===== src/design/arrmf_defines.svh =====
// Contract
// - sixteen or eight sample states per bit
// - bit value is majority of three centre samples
// - voting samples start at 8 or 4
// - receive through first stop bit, ignore others
// - stop bit voted low sets frame error
// - next start edge accepted right after voting
// - filter drops data frames from receive buffer
// - type from stop bit, or ninth bit
// - type one is address, zero is data
// - transmitter ignores filter enable
// - address frames stored and flagged normally
// - master sends ninth bit as frame type
// - slave software toggles filter per address
// - short frames need two stop bits sent
// - one character size for both directions
// - filter enable shares location with tx flag
// - written top bit selects baud or control
// - remote bit rate stays within tolerance
// - sample at sixteen or eight times baud
// - start validated by majority of middle samples
`ifndef ARRMF_DEFINES_SVH
`define ARRMF_DEFINES_SVH
// register indices on the wishbone bus, byte address is index times four
`define ARRMF_REG_DATA      4'h0
`define ARRMF_REG_CSA       4'h1
`define ARRMF_REG_SHARED    4'h2
`define ARRMF_REG_BAUD_LO   4'h3
`define ARRMF_REG_STATUS    4'h4
// ctrl_status_a fields
`define ARRMF_CSA_RX_DONE   7
`define ARRMF_CSA_TX_DONE   6
`define ARRMF_CSA_FRAME_ERR 4
`define ARRMF_CSA_DBL_SPEED 1
`define ARRMF_CSA_FILTER    0
// shared location fields
`define ARRMF_SH_SEL        7
`define ARRMF_SH_TWO_STOP   3
// sampling
`define ARRMF_NORM_SPB      5'h10
`define ARRMF_DBL_SPB       5'h08
`define ARRMF_NORM_FIRST    5'h08
`define ARRMF_DBL_FIRST     5'h04
`define ARRMF_CSC_RESET     8'h06
`define ARRMF_SIZE_NINE     3'h7
`endif


===== src/design/arrmf_pkg.sv =====
package arrmf_pkg;
	typedef enum logic [1:0]
	{
		RX_IDLE  = 2'b00,
		RX_START = 2'b01,
		RX_BITS  = 2'b10
	} arrmf_rx_state_t;
	typedef enum logic [1:0]
	{
		TX_IDLE  = 2'b00,
		TX_START = 2'b01,
		TX_BITS  = 2'b10
	} arrmf_tx_state_t;
endpackage : arrmf_pkg


===== src/design/arrmf_link_if.sv =====
`timescale 1ns/10ps
`default_nettype none
interface arrmf_link_if;
	logic line;
	modport device_end (input line);
	modport master_end (output line);
endinterface : arrmf_link_if
`default_nettype wire


===== src/design/arrmf_device.sv =====
// The Wishbone slave port and the address map are this design's own decisions.
`timescale 1ns/10ps
`default_nettype none
`include "arrmf_defines.svh"
module arrmf_device
(
	// system
	input  wire logic        clk_i,
	input  wire logic        rst_i,
	// wishbone slave
	input  wire logic        cyc_i,
	input  wire logic        stb_i,
	input  wire logic        we_i,
	input  wire logic [3:0]  adr_i,
	input  wire logic [3:0]  sel_i,
	input  wire logic [31:0] dat_i,
	output logic      [31:0] dat_o,
	output logic             ack_o,
	// serial link
	arrmf_link_if.device_end link,
	// transmit-side status and shared settings
	input  wire logic        tx_done_i,
	output logic      [2:0]  char_size_code_o,
	output logic             two_stop_bits_select_o
);
	////////////////////////////////////////////////////////////////////////
	logic        sync1_r, sync2_r;
	logic [11:0] baud_divisor_r;
	logic [7:0]  csc_r;
	logic        multiproc_filter_enable_r;
	logic        double_speed_select_r;
	logic        tx_complete_flag_r;
	logic [8:0]  rbuf_r;
	logic        rfe_r;
	logic        rx_complete_flag_r;
	logic [11:0] bcnt_r;
	logic        tick;
	logic [4:0]  samp_r;
	logic [3:0]  bitn_r;
	logic [1:0]  vote_r;
	logic [8:0]  shift_r;
	arrmf_pkg::arrmf_rx_state_t st_r;
	logic        wr, rd, acc;
	logic [4:0]  spb, first;
	logic [3:0]  ndata;
	logic [2:0]  csz;
	assign acc   = cyc_i & stb_i & ~ack_o;
	assign wr    = acc & we_i & sel_i[0];
	assign rd    = acc & ~we_i;
	assign spb   = double_speed_select_r ? `ARRMF_DBL_SPB : `ARRMF_NORM_SPB;
	assign first = double_speed_select_r ? `ARRMF_DBL_FIRST : `ARRMF_NORM_FIRST;
	assign csz   = csc_r[2:0];
	assign ndata = (csz == `ARRMF_SIZE_NINE) ? 4'h9 : {2'b00, csz[1:0]} + 4'h5;
	function automatic logic maj(input logic [1:0] v, input logic s);
		maj = (v[1] & v[0]) | (v[1] & s) | (v[0] & s);
	endfunction : maj
	////////////////////////////////////////////////////////////////////////
	always_ff @(posedge clk_i)
	begin
		sync1_r <= rst_i ? 1'b1 : link.line;
		sync2_r <= rst_i ? 1'b1 : sync1_r;
	end
	// sample tick at spb times baud rate
	always_ff @(posedge clk_i)
	begin
		if (rst_i || tick)
			bcnt_r <= 12'h000;
		else
			bcnt_r <= bcnt_r + 12'h001;
	end
	// a lowered divisor must not strand the counter above it
	assign tick = (bcnt_r >= baud_divisor_r);
	////////////////////////////////////////////////////////////////////////
	// receive recovery
	logic done_ev, ftype, stopb, vote_now;
	assign vote_now = maj(vote_r, sync2_r);
	always_ff @(posedge clk_i)
	begin
		done_ev <= 1'b0;
		if (rst_i)
		begin
			st_r    <= arrmf_pkg::RX_IDLE;
			samp_r  <= 5'h00;
			bitn_r  <= 4'h0;
			vote_r  <= 2'b00;
			shift_r <= 9'h000;
			stopb   <= 1'b0;
		end
		else if (tick)
		begin
			case (st_r)
				arrmf_pkg::RX_IDLE:
					if (!sync2_r)
					begin
						st_r   <= arrmf_pkg::RX_START;
						samp_r <= 5'h02;
					end
				arrmf_pkg::RX_START, arrmf_pkg::RX_BITS:
				begin
					samp_r <= samp_r + 5'h01;
					if (samp_r == first)
						vote_r[1] <= sync2_r;
					if (samp_r == first + 5'h01)
						vote_r[0] <= sync2_r;
					if (samp_r == first + 5'h02)
					begin
						if (st_r == arrmf_pkg::RX_START)
						begin
							if (vote_now)
								st_r <= arrmf_pkg::RX_IDLE;
						end
						else if (bitn_r == ndata)
						begin
							stopb   <= vote_now;
							done_ev <= 1'b1;
							st_r    <= arrmf_pkg::RX_IDLE;
						end
						else
						begin
							shift_r <= {vote_now, shift_r[8:1]};
							bitn_r  <= bitn_r + 4'h1;
						end
					end
					if (samp_r == spb)
					begin
						samp_r <= 5'h01;
						if (st_r == arrmf_pkg::RX_START)
						begin
							st_r   <= arrmf_pkg::RX_BITS;
							bitn_r <= 4'h0;
						end
					end
				end
				default: st_r <= arrmf_pkg::RX_IDLE;
			endcase
		end
	end
	logic [8:0] aligned;
	assign aligned = shift_r >> (4'h9 - ndata);
	assign ftype = (csz == `ARRMF_SIZE_NINE) ? aligned[8] : stopb;
	////////////////////////////////////////////////////////////////////////
	// receive buffer and flags
	always_ff @(posedge clk_i)
	begin
		if (rst_i)
		begin
			rbuf_r             <= 9'h000;
			rfe_r              <= 1'b0;
			rx_complete_flag_r <= 1'b0;
		end
		else if (done_ev && (!multiproc_filter_enable_r || ftype))
		begin
			rbuf_r             <= aligned;
			rfe_r              <= ~stopb;
			rx_complete_flag_r <= 1'b1;
		end
		else if (rd && adr_i == `ARRMF_REG_DATA)
			rx_complete_flag_r <= 1'b0;
	end
	////////////////////////////////////////////////////////////////////////
	// control registers
	always_ff @(posedge clk_i)
	begin
		if (rst_i)
		begin
			baud_divisor_r <= 12'h000;
			csc_r          <= `ARRMF_CSC_RESET;
			multiproc_filter_enable_r <= 1'b0;
			double_speed_select_r     <= 1'b0;
			tx_complete_flag_r        <= 1'b0;
		end
		else
		begin
			if (tx_done_i)
				tx_complete_flag_r <= 1'b1;
			else if (wr && adr_i == `ARRMF_REG_CSA && dat_i[`ARRMF_CSA_TX_DONE])
				tx_complete_flag_r <= 1'b0;
			if (wr && adr_i == `ARRMF_REG_CSA)
			begin
				multiproc_filter_enable_r <= dat_i[`ARRMF_CSA_FILTER];
				double_speed_select_r     <= dat_i[`ARRMF_CSA_DBL_SPEED];
			end
			else if (wr && adr_i == `ARRMF_REG_SHARED)
			begin
				if (dat_i[`ARRMF_SH_SEL])
					csc_r <= {1'b0, dat_i[6:0]};
				else
					baud_divisor_r[11:8] <= dat_i[3:0];
			end
			else if (wr && adr_i == `ARRMF_REG_BAUD_LO)
				baud_divisor_r[7:0] <= dat_i[7:0];
		end
	end
	////////////////////////////////////////////////////////////////////////
	// bus answer and shared outputs
	always_ff @(posedge clk_i)
	begin
		if (rst_i)
		begin
			ack_o                  <= 1'b0;
			dat_o                  <= 32'h0000_0000;
			char_size_code_o       <= 3'h0;
			two_stop_bits_select_o <= 1'b0;
		end
		else
		begin
			ack_o                  <= acc;
			char_size_code_o       <= csz;
			two_stop_bits_select_o <= csc_r[`ARRMF_SH_TWO_STOP];
			dat_o                  <= 32'h0000_0000;
			if (rd)
			begin
				if (adr_i == `ARRMF_REG_DATA)
					dat_o <= {23'h000000, rbuf_r};
				else if (adr_i == `ARRMF_REG_CSA)
					dat_o <= {24'h000000, rx_complete_flag_r, tx_complete_flag_r, 1'b0, rfe_r, 2'b00,
						double_speed_select_r, multiproc_filter_enable_r};
				else if (adr_i == `ARRMF_REG_SHARED)
					dat_o <= {28'h0000000, baud_divisor_r[11:8]};
				else if (adr_i == `ARRMF_REG_BAUD_LO)
					dat_o <= {24'h000000, baud_divisor_r[7:0]};
				else if (adr_i == `ARRMF_REG_STATUS)
					dat_o <= {24'h000000, csc_r};
			end
		end
	end
endmodule : arrmf_device
`default_nettype wire


===== src/flat_wrapper.sv =====
// flat-port wrapper written by rule: the top's interface ports become plain ports
module arrmf_device_flat 
  (clk_i, rst_i, cyc_i, stb_i, we_i, adr_i, sel_i, dat_i, dat_o, ack_o, tx_done_i, char_size_code_o, two_stop_bits_select_o, link_line);
  arrmf_link_if link_i ();
  input  wire logic clk_i;
  input  wire logic rst_i;
  input  wire logic cyc_i;
  input  wire logic stb_i;
  input  wire logic we_i;
  input  wire logic [3:0] adr_i;
  input  wire logic [3:0] sel_i;
  input  wire logic [31:0] dat_i;
  output logic      [31:0] dat_o;
  output logic ack_o;
  input  wire logic tx_done_i;
  output logic      [2:0] char_size_code_o;
  output logic two_stop_bits_select_o;
  input wire logic [$bits(link_i.line)-1:0] link_line;
  assign link_i.line = link_line;
  arrmf_device u_core (.clk_i(clk_i), .rst_i(rst_i), .cyc_i(cyc_i), .stb_i(stb_i), .we_i(we_i), .adr_i(adr_i), .sel_i(sel_i), .dat_i(dat_i), .dat_o(dat_o), .ack_o(ack_o), .link(link_i), .tx_done_i(tx_done_i), .char_size_code_o(char_size_code_o), .two_stop_bits_select_o(two_stop_bits_select_o));
endmodule

===== config.mk =====
export PLATFORM = sky130hd
export DESIGN_NAME = arrmf_device_flat
export DESIGN_NICKNAME = d
export VERILOG_FILES = /design/src/design/arrmf_pkg.sv /design/src/design/arrmf_link_if.sv /design/src/design/arrmf_device.sv /design/src/flat_wrapper.sv
export VERILOG_INCLUDE_DIRS = /design/src /design/src/design
export SDC_FILE = /design/constraint.sdc
export NUM_CORES = 1
export LEC_CHECK = 0
export BUFFER_PORTS_ARGS = -buffer_cell sky130_fd_sc_hd__buf_2
export CAP_MARGIN = 20
export CORE_ASPECT_RATIO = 1.1
export CORE_UTILIZATION = 40
export DETAILED_ROUTE_END_ITERATION = 10
export GPL_TIMING_DRIVEN = 1
export PLACE_DENSITY = 0.69
export REMOVE_ABC_BUFFERS = 1
export SLEW_MARGIN = 20
export SYNTH_ARGS = -nofsm -noshare
export SYNTH_HDL_FRONTEND = slang
export SYNTH_SLANG_ARGS = --single-unit

===== constraint.sdc =====
create_clock -name clk_i -period 2.5 [get_ports clk_i]
set_input_delay 0.375 -clock clk_i [delete_from_list [all_inputs] [get_ports clk_i]]
set_output_delay 0.375 -clock clk_i [all_outputs]
set_load 0.005 [all_outputs]

==> flow_summary.toml <==
[sta]
tightest_slew_ns = 0.668
rsz0062_at_grt = "false"
finalCritPeriodShare_pct = 94.7
setup_viol = 0
hold_viol_final = 0
hold-worst-slack_ns = 0.212
finClkSkew_ns = 0.00647
drv_slew = 0
tns_ns = 0
max_freq_mhz = 423
min_period_ns = 2.37
slew_headroom_pct = 55.1
fin_ws_ns = 0.133

[worst_setup_path]
critical_path_arrival_ns = 2.59
critPathLaunchType = "flop"
crit_start = "u_core.csc_r[0]"
reg2reg_from = "u_core.csc_r[0]"
worstSetupPathType = "reg -> reg"
worstPathMaxFanout = 11
end_kind = "flop"
regToRegEndpoint = "u_core.shift_r[0]"
r2r_cells = 9
worstPathRequired_ns = 2.72
endpoint = "u_core.shift_r[0]"
r2r_slack_ns = 0.13

[power_and_ir_drop]
finalPower_w = 0.00311
cellLeakagePower_nw = 2.04
p_per_area_mw_per_mm2 = 593
vdd_drop_max_v = 0.000256
comb_power_share_pct = 7.7
p_sw_share_pct = 24.5
power_frac_clock_pct = 47.9
seq_power_share_pct = 44.4
p_switching_w = 0.000763
p_int_w = 0.00234

[die]
pin_count = 84
rows = 40
die_height_um = 115
dieArea_mm2 = 0.0121
die_w_um = 105
initial_core_util_pct = 41.9
core_mm2 = 0.0111

[global_routing]
antenna_found_initial = 0
first_global_vias = 3397
grt_overflow_total = 0
grt_pass1_wl_um = 16200
globalRouteTotalUtil_pct = 17.0
grt_max_degree = 75

[run]
max-cap-violations = 0

[logic_synthesis]
synthFlopType = "dfxtp_1"
syn_inst = 520
synth_cell_types = 71
synthArstFlopShare_pct = 0
synth_top_area_share_pct = 36.6
ys.warnings.count = 0
synth.largest_area_cell = "dfxtp_1"
ys_seq_area_share_pct = 36.6
synth_area_leaders = "dfxtp_1, mux2i_1, ha_1, nor2_1, buf_4"
synth_edf_count = 0
synth-seq-cells = 85
syn_avg_cell_area_um2 = 8.94
netlist_area_mm2 = 0.00465

[cts]
holdBufCountCts = 0
cts_setup_buffers = 0
clkTransAtPathRegs_ns = 0.07
insertion_delay_ns = 0.35
cts_sinks = 85
cts_root_buffer = "clkbuf_16"
htree_levels = 3
clk_path_buf_depth = 2
cts_buffers = 9
cts_tree = "built"

[cells_and_area]
drive_gt1_share_pct = 16.0
area_growth_pct = 12.6
nNetsFinal = 624
n_antenna_cell = 0

[route]
met3_length_um = 386
drt_pass1_iterations = 5
vias = 3667
drc_errors = 0
final_antenna_net_count = 0
wl_um = 9980
via_per_inst = 5.21
wire_per_inst_um = 14.2
initialDrtViolationCount = 193
routed.top_layer = "met4"
wl_met2_um = 4790
met1_length_um = 4610

[place]
place.gp.congestion = 0.822
port_buffers = 33
pre_cts_ws_ns = 0.168
hpwl_um = 7280

[run_status]
status = "finished, final reports clean"

[min_path]
hp-class = "in -> reg"
-- worst min path at each step --
stage	startpoint	endpoint	slack, ns	cells past startpoint
after global placement	u_core.sync1_r	u_core.sync2_r	0.39	1
final	link_line	u_core.sync1_r	0.21	2
after CTS	link_line	u_core.sync1_r	0.21	2
after detailed placement	u_core.sync1_r	u_core.sync2_r	0.39	1
after floorplan	u_core.sync1_r	u_core.sync2_r	0.39	1
after global routing	link_line	u_core.sync1_r	0.22	2
-- worst max-delay path, cell delays in order (launching register included) --
cell      delay (ns)
dfxtp_1         0.41
inv_1           0.13
ha_1            0.36
xnor2_1         0.14
o21ai_0         0.19
o2111a_2        0.34
a21boi_4        0.21
buf_12          0.16
mux2i_1         0.22
nor2_1          0.07
-- synth_stat cells, types with 7 or more instances --
cell type  instances
nand2b_1          10
nand2_1           26
nor2_2            11
nand3b_1           8
buf_4             23
nor2_1            61
o21ai_0           12
dfxtp_1           85
ha_1              25
and3_1             7
a21oi_1           22
inv_1             28
xor2_1             9
nand3_1           17
mux2i_1           47
clkbuf_1          15
-- flip-flops by register name (all words and copies together), names as in the netlist, 4 cells and up --
name,cells
u_core.baud_divisor_r,12
u_core.bcnt_r,12
u_core.dat_o,9
u_core.rbuf_r,9
u_core.shift_r,9
u_core.csc_r,7
u_core.samp_r,5
u_core.bitn_r,4
-- metrics by stage --
step                std cells  utilization (%)  area, um2
finish                    704             47.2       5240
global route              704             47.2       5240
CTS                       704             47.1       5240
detailed placement        688             44.2       4910
global placement          688             44.2       4910
floorplan                 499                -       4460
-- power by group through the flow --
| stage | combinational, W | clock (W) | sequential [W] |
|---|---|---|---|
| global placement | 0.000228 | 0 | 0.00141 |
| finish | 0.000238 | 0.00149 | 0.00138 |
| CTS | 0.000236 | 0.00150 | 0.00138 |
| detailed placement | 0.000234 | 0 | 0.00141 |
| global route | 0.000265 | 0.00155 | 0.00138 |
| floorplan | 0.000144 | 0 | 0.00141 |
-- metal layers --
layer  track usage [%]  up-vias
li1                  -     1838
met1              21.1     1729
met2              29.1       86
met3              2.72       14
met4              7.79        0
met5                 0        -
-- timing repair --
item                                    4_1_cts  5_1_grt
endpoints found under the setup margin        0        6
resized for setup                             0        2
hold endpoints to repair                      0        0
-- final cells by class --
class | count | area [um2]
clock buffers | 9 | 225
multi-input cells | 384 | 2650
flip-flops and latches | 85 | 1700
clock inverters | 7 | 105
repair buffers | 42 | 258
well taps | 147 | 184
inverters | 30 | 113
fillers | 1057 | 5870
-- cells by family after synthesis --
family                   count (synthesis)  synth area share, %
adder cells (fa/ha/maj)                 26                 6.94
XOR/XNOR                                13                 2.45
buffers and inverters                   73                 8.21
AND/OR/NAND/NOR                        192                 22.2
AO/OA/AOI/OAI                           79                 11.8
other                                    1               0.0806
flip-flops                              85                 36.6
multiplexers                            51                 11.8
-- cell usage in the layout, fill, tap and decap left out, drive strengths merged, types with 6 or more instances in the layout --
master	n
dfxtp	85
nor2	72
mux2i	47
buf	42
inv	31
nand2	26
ha	25
conb	23
a21oi	23
nand3	18
o21ai	13
nand2b	10
xor2	9
clkbuf	9
nand3b	8
and3	7
nor3	7
or3	6
Power figures use the tool's default switching activity.
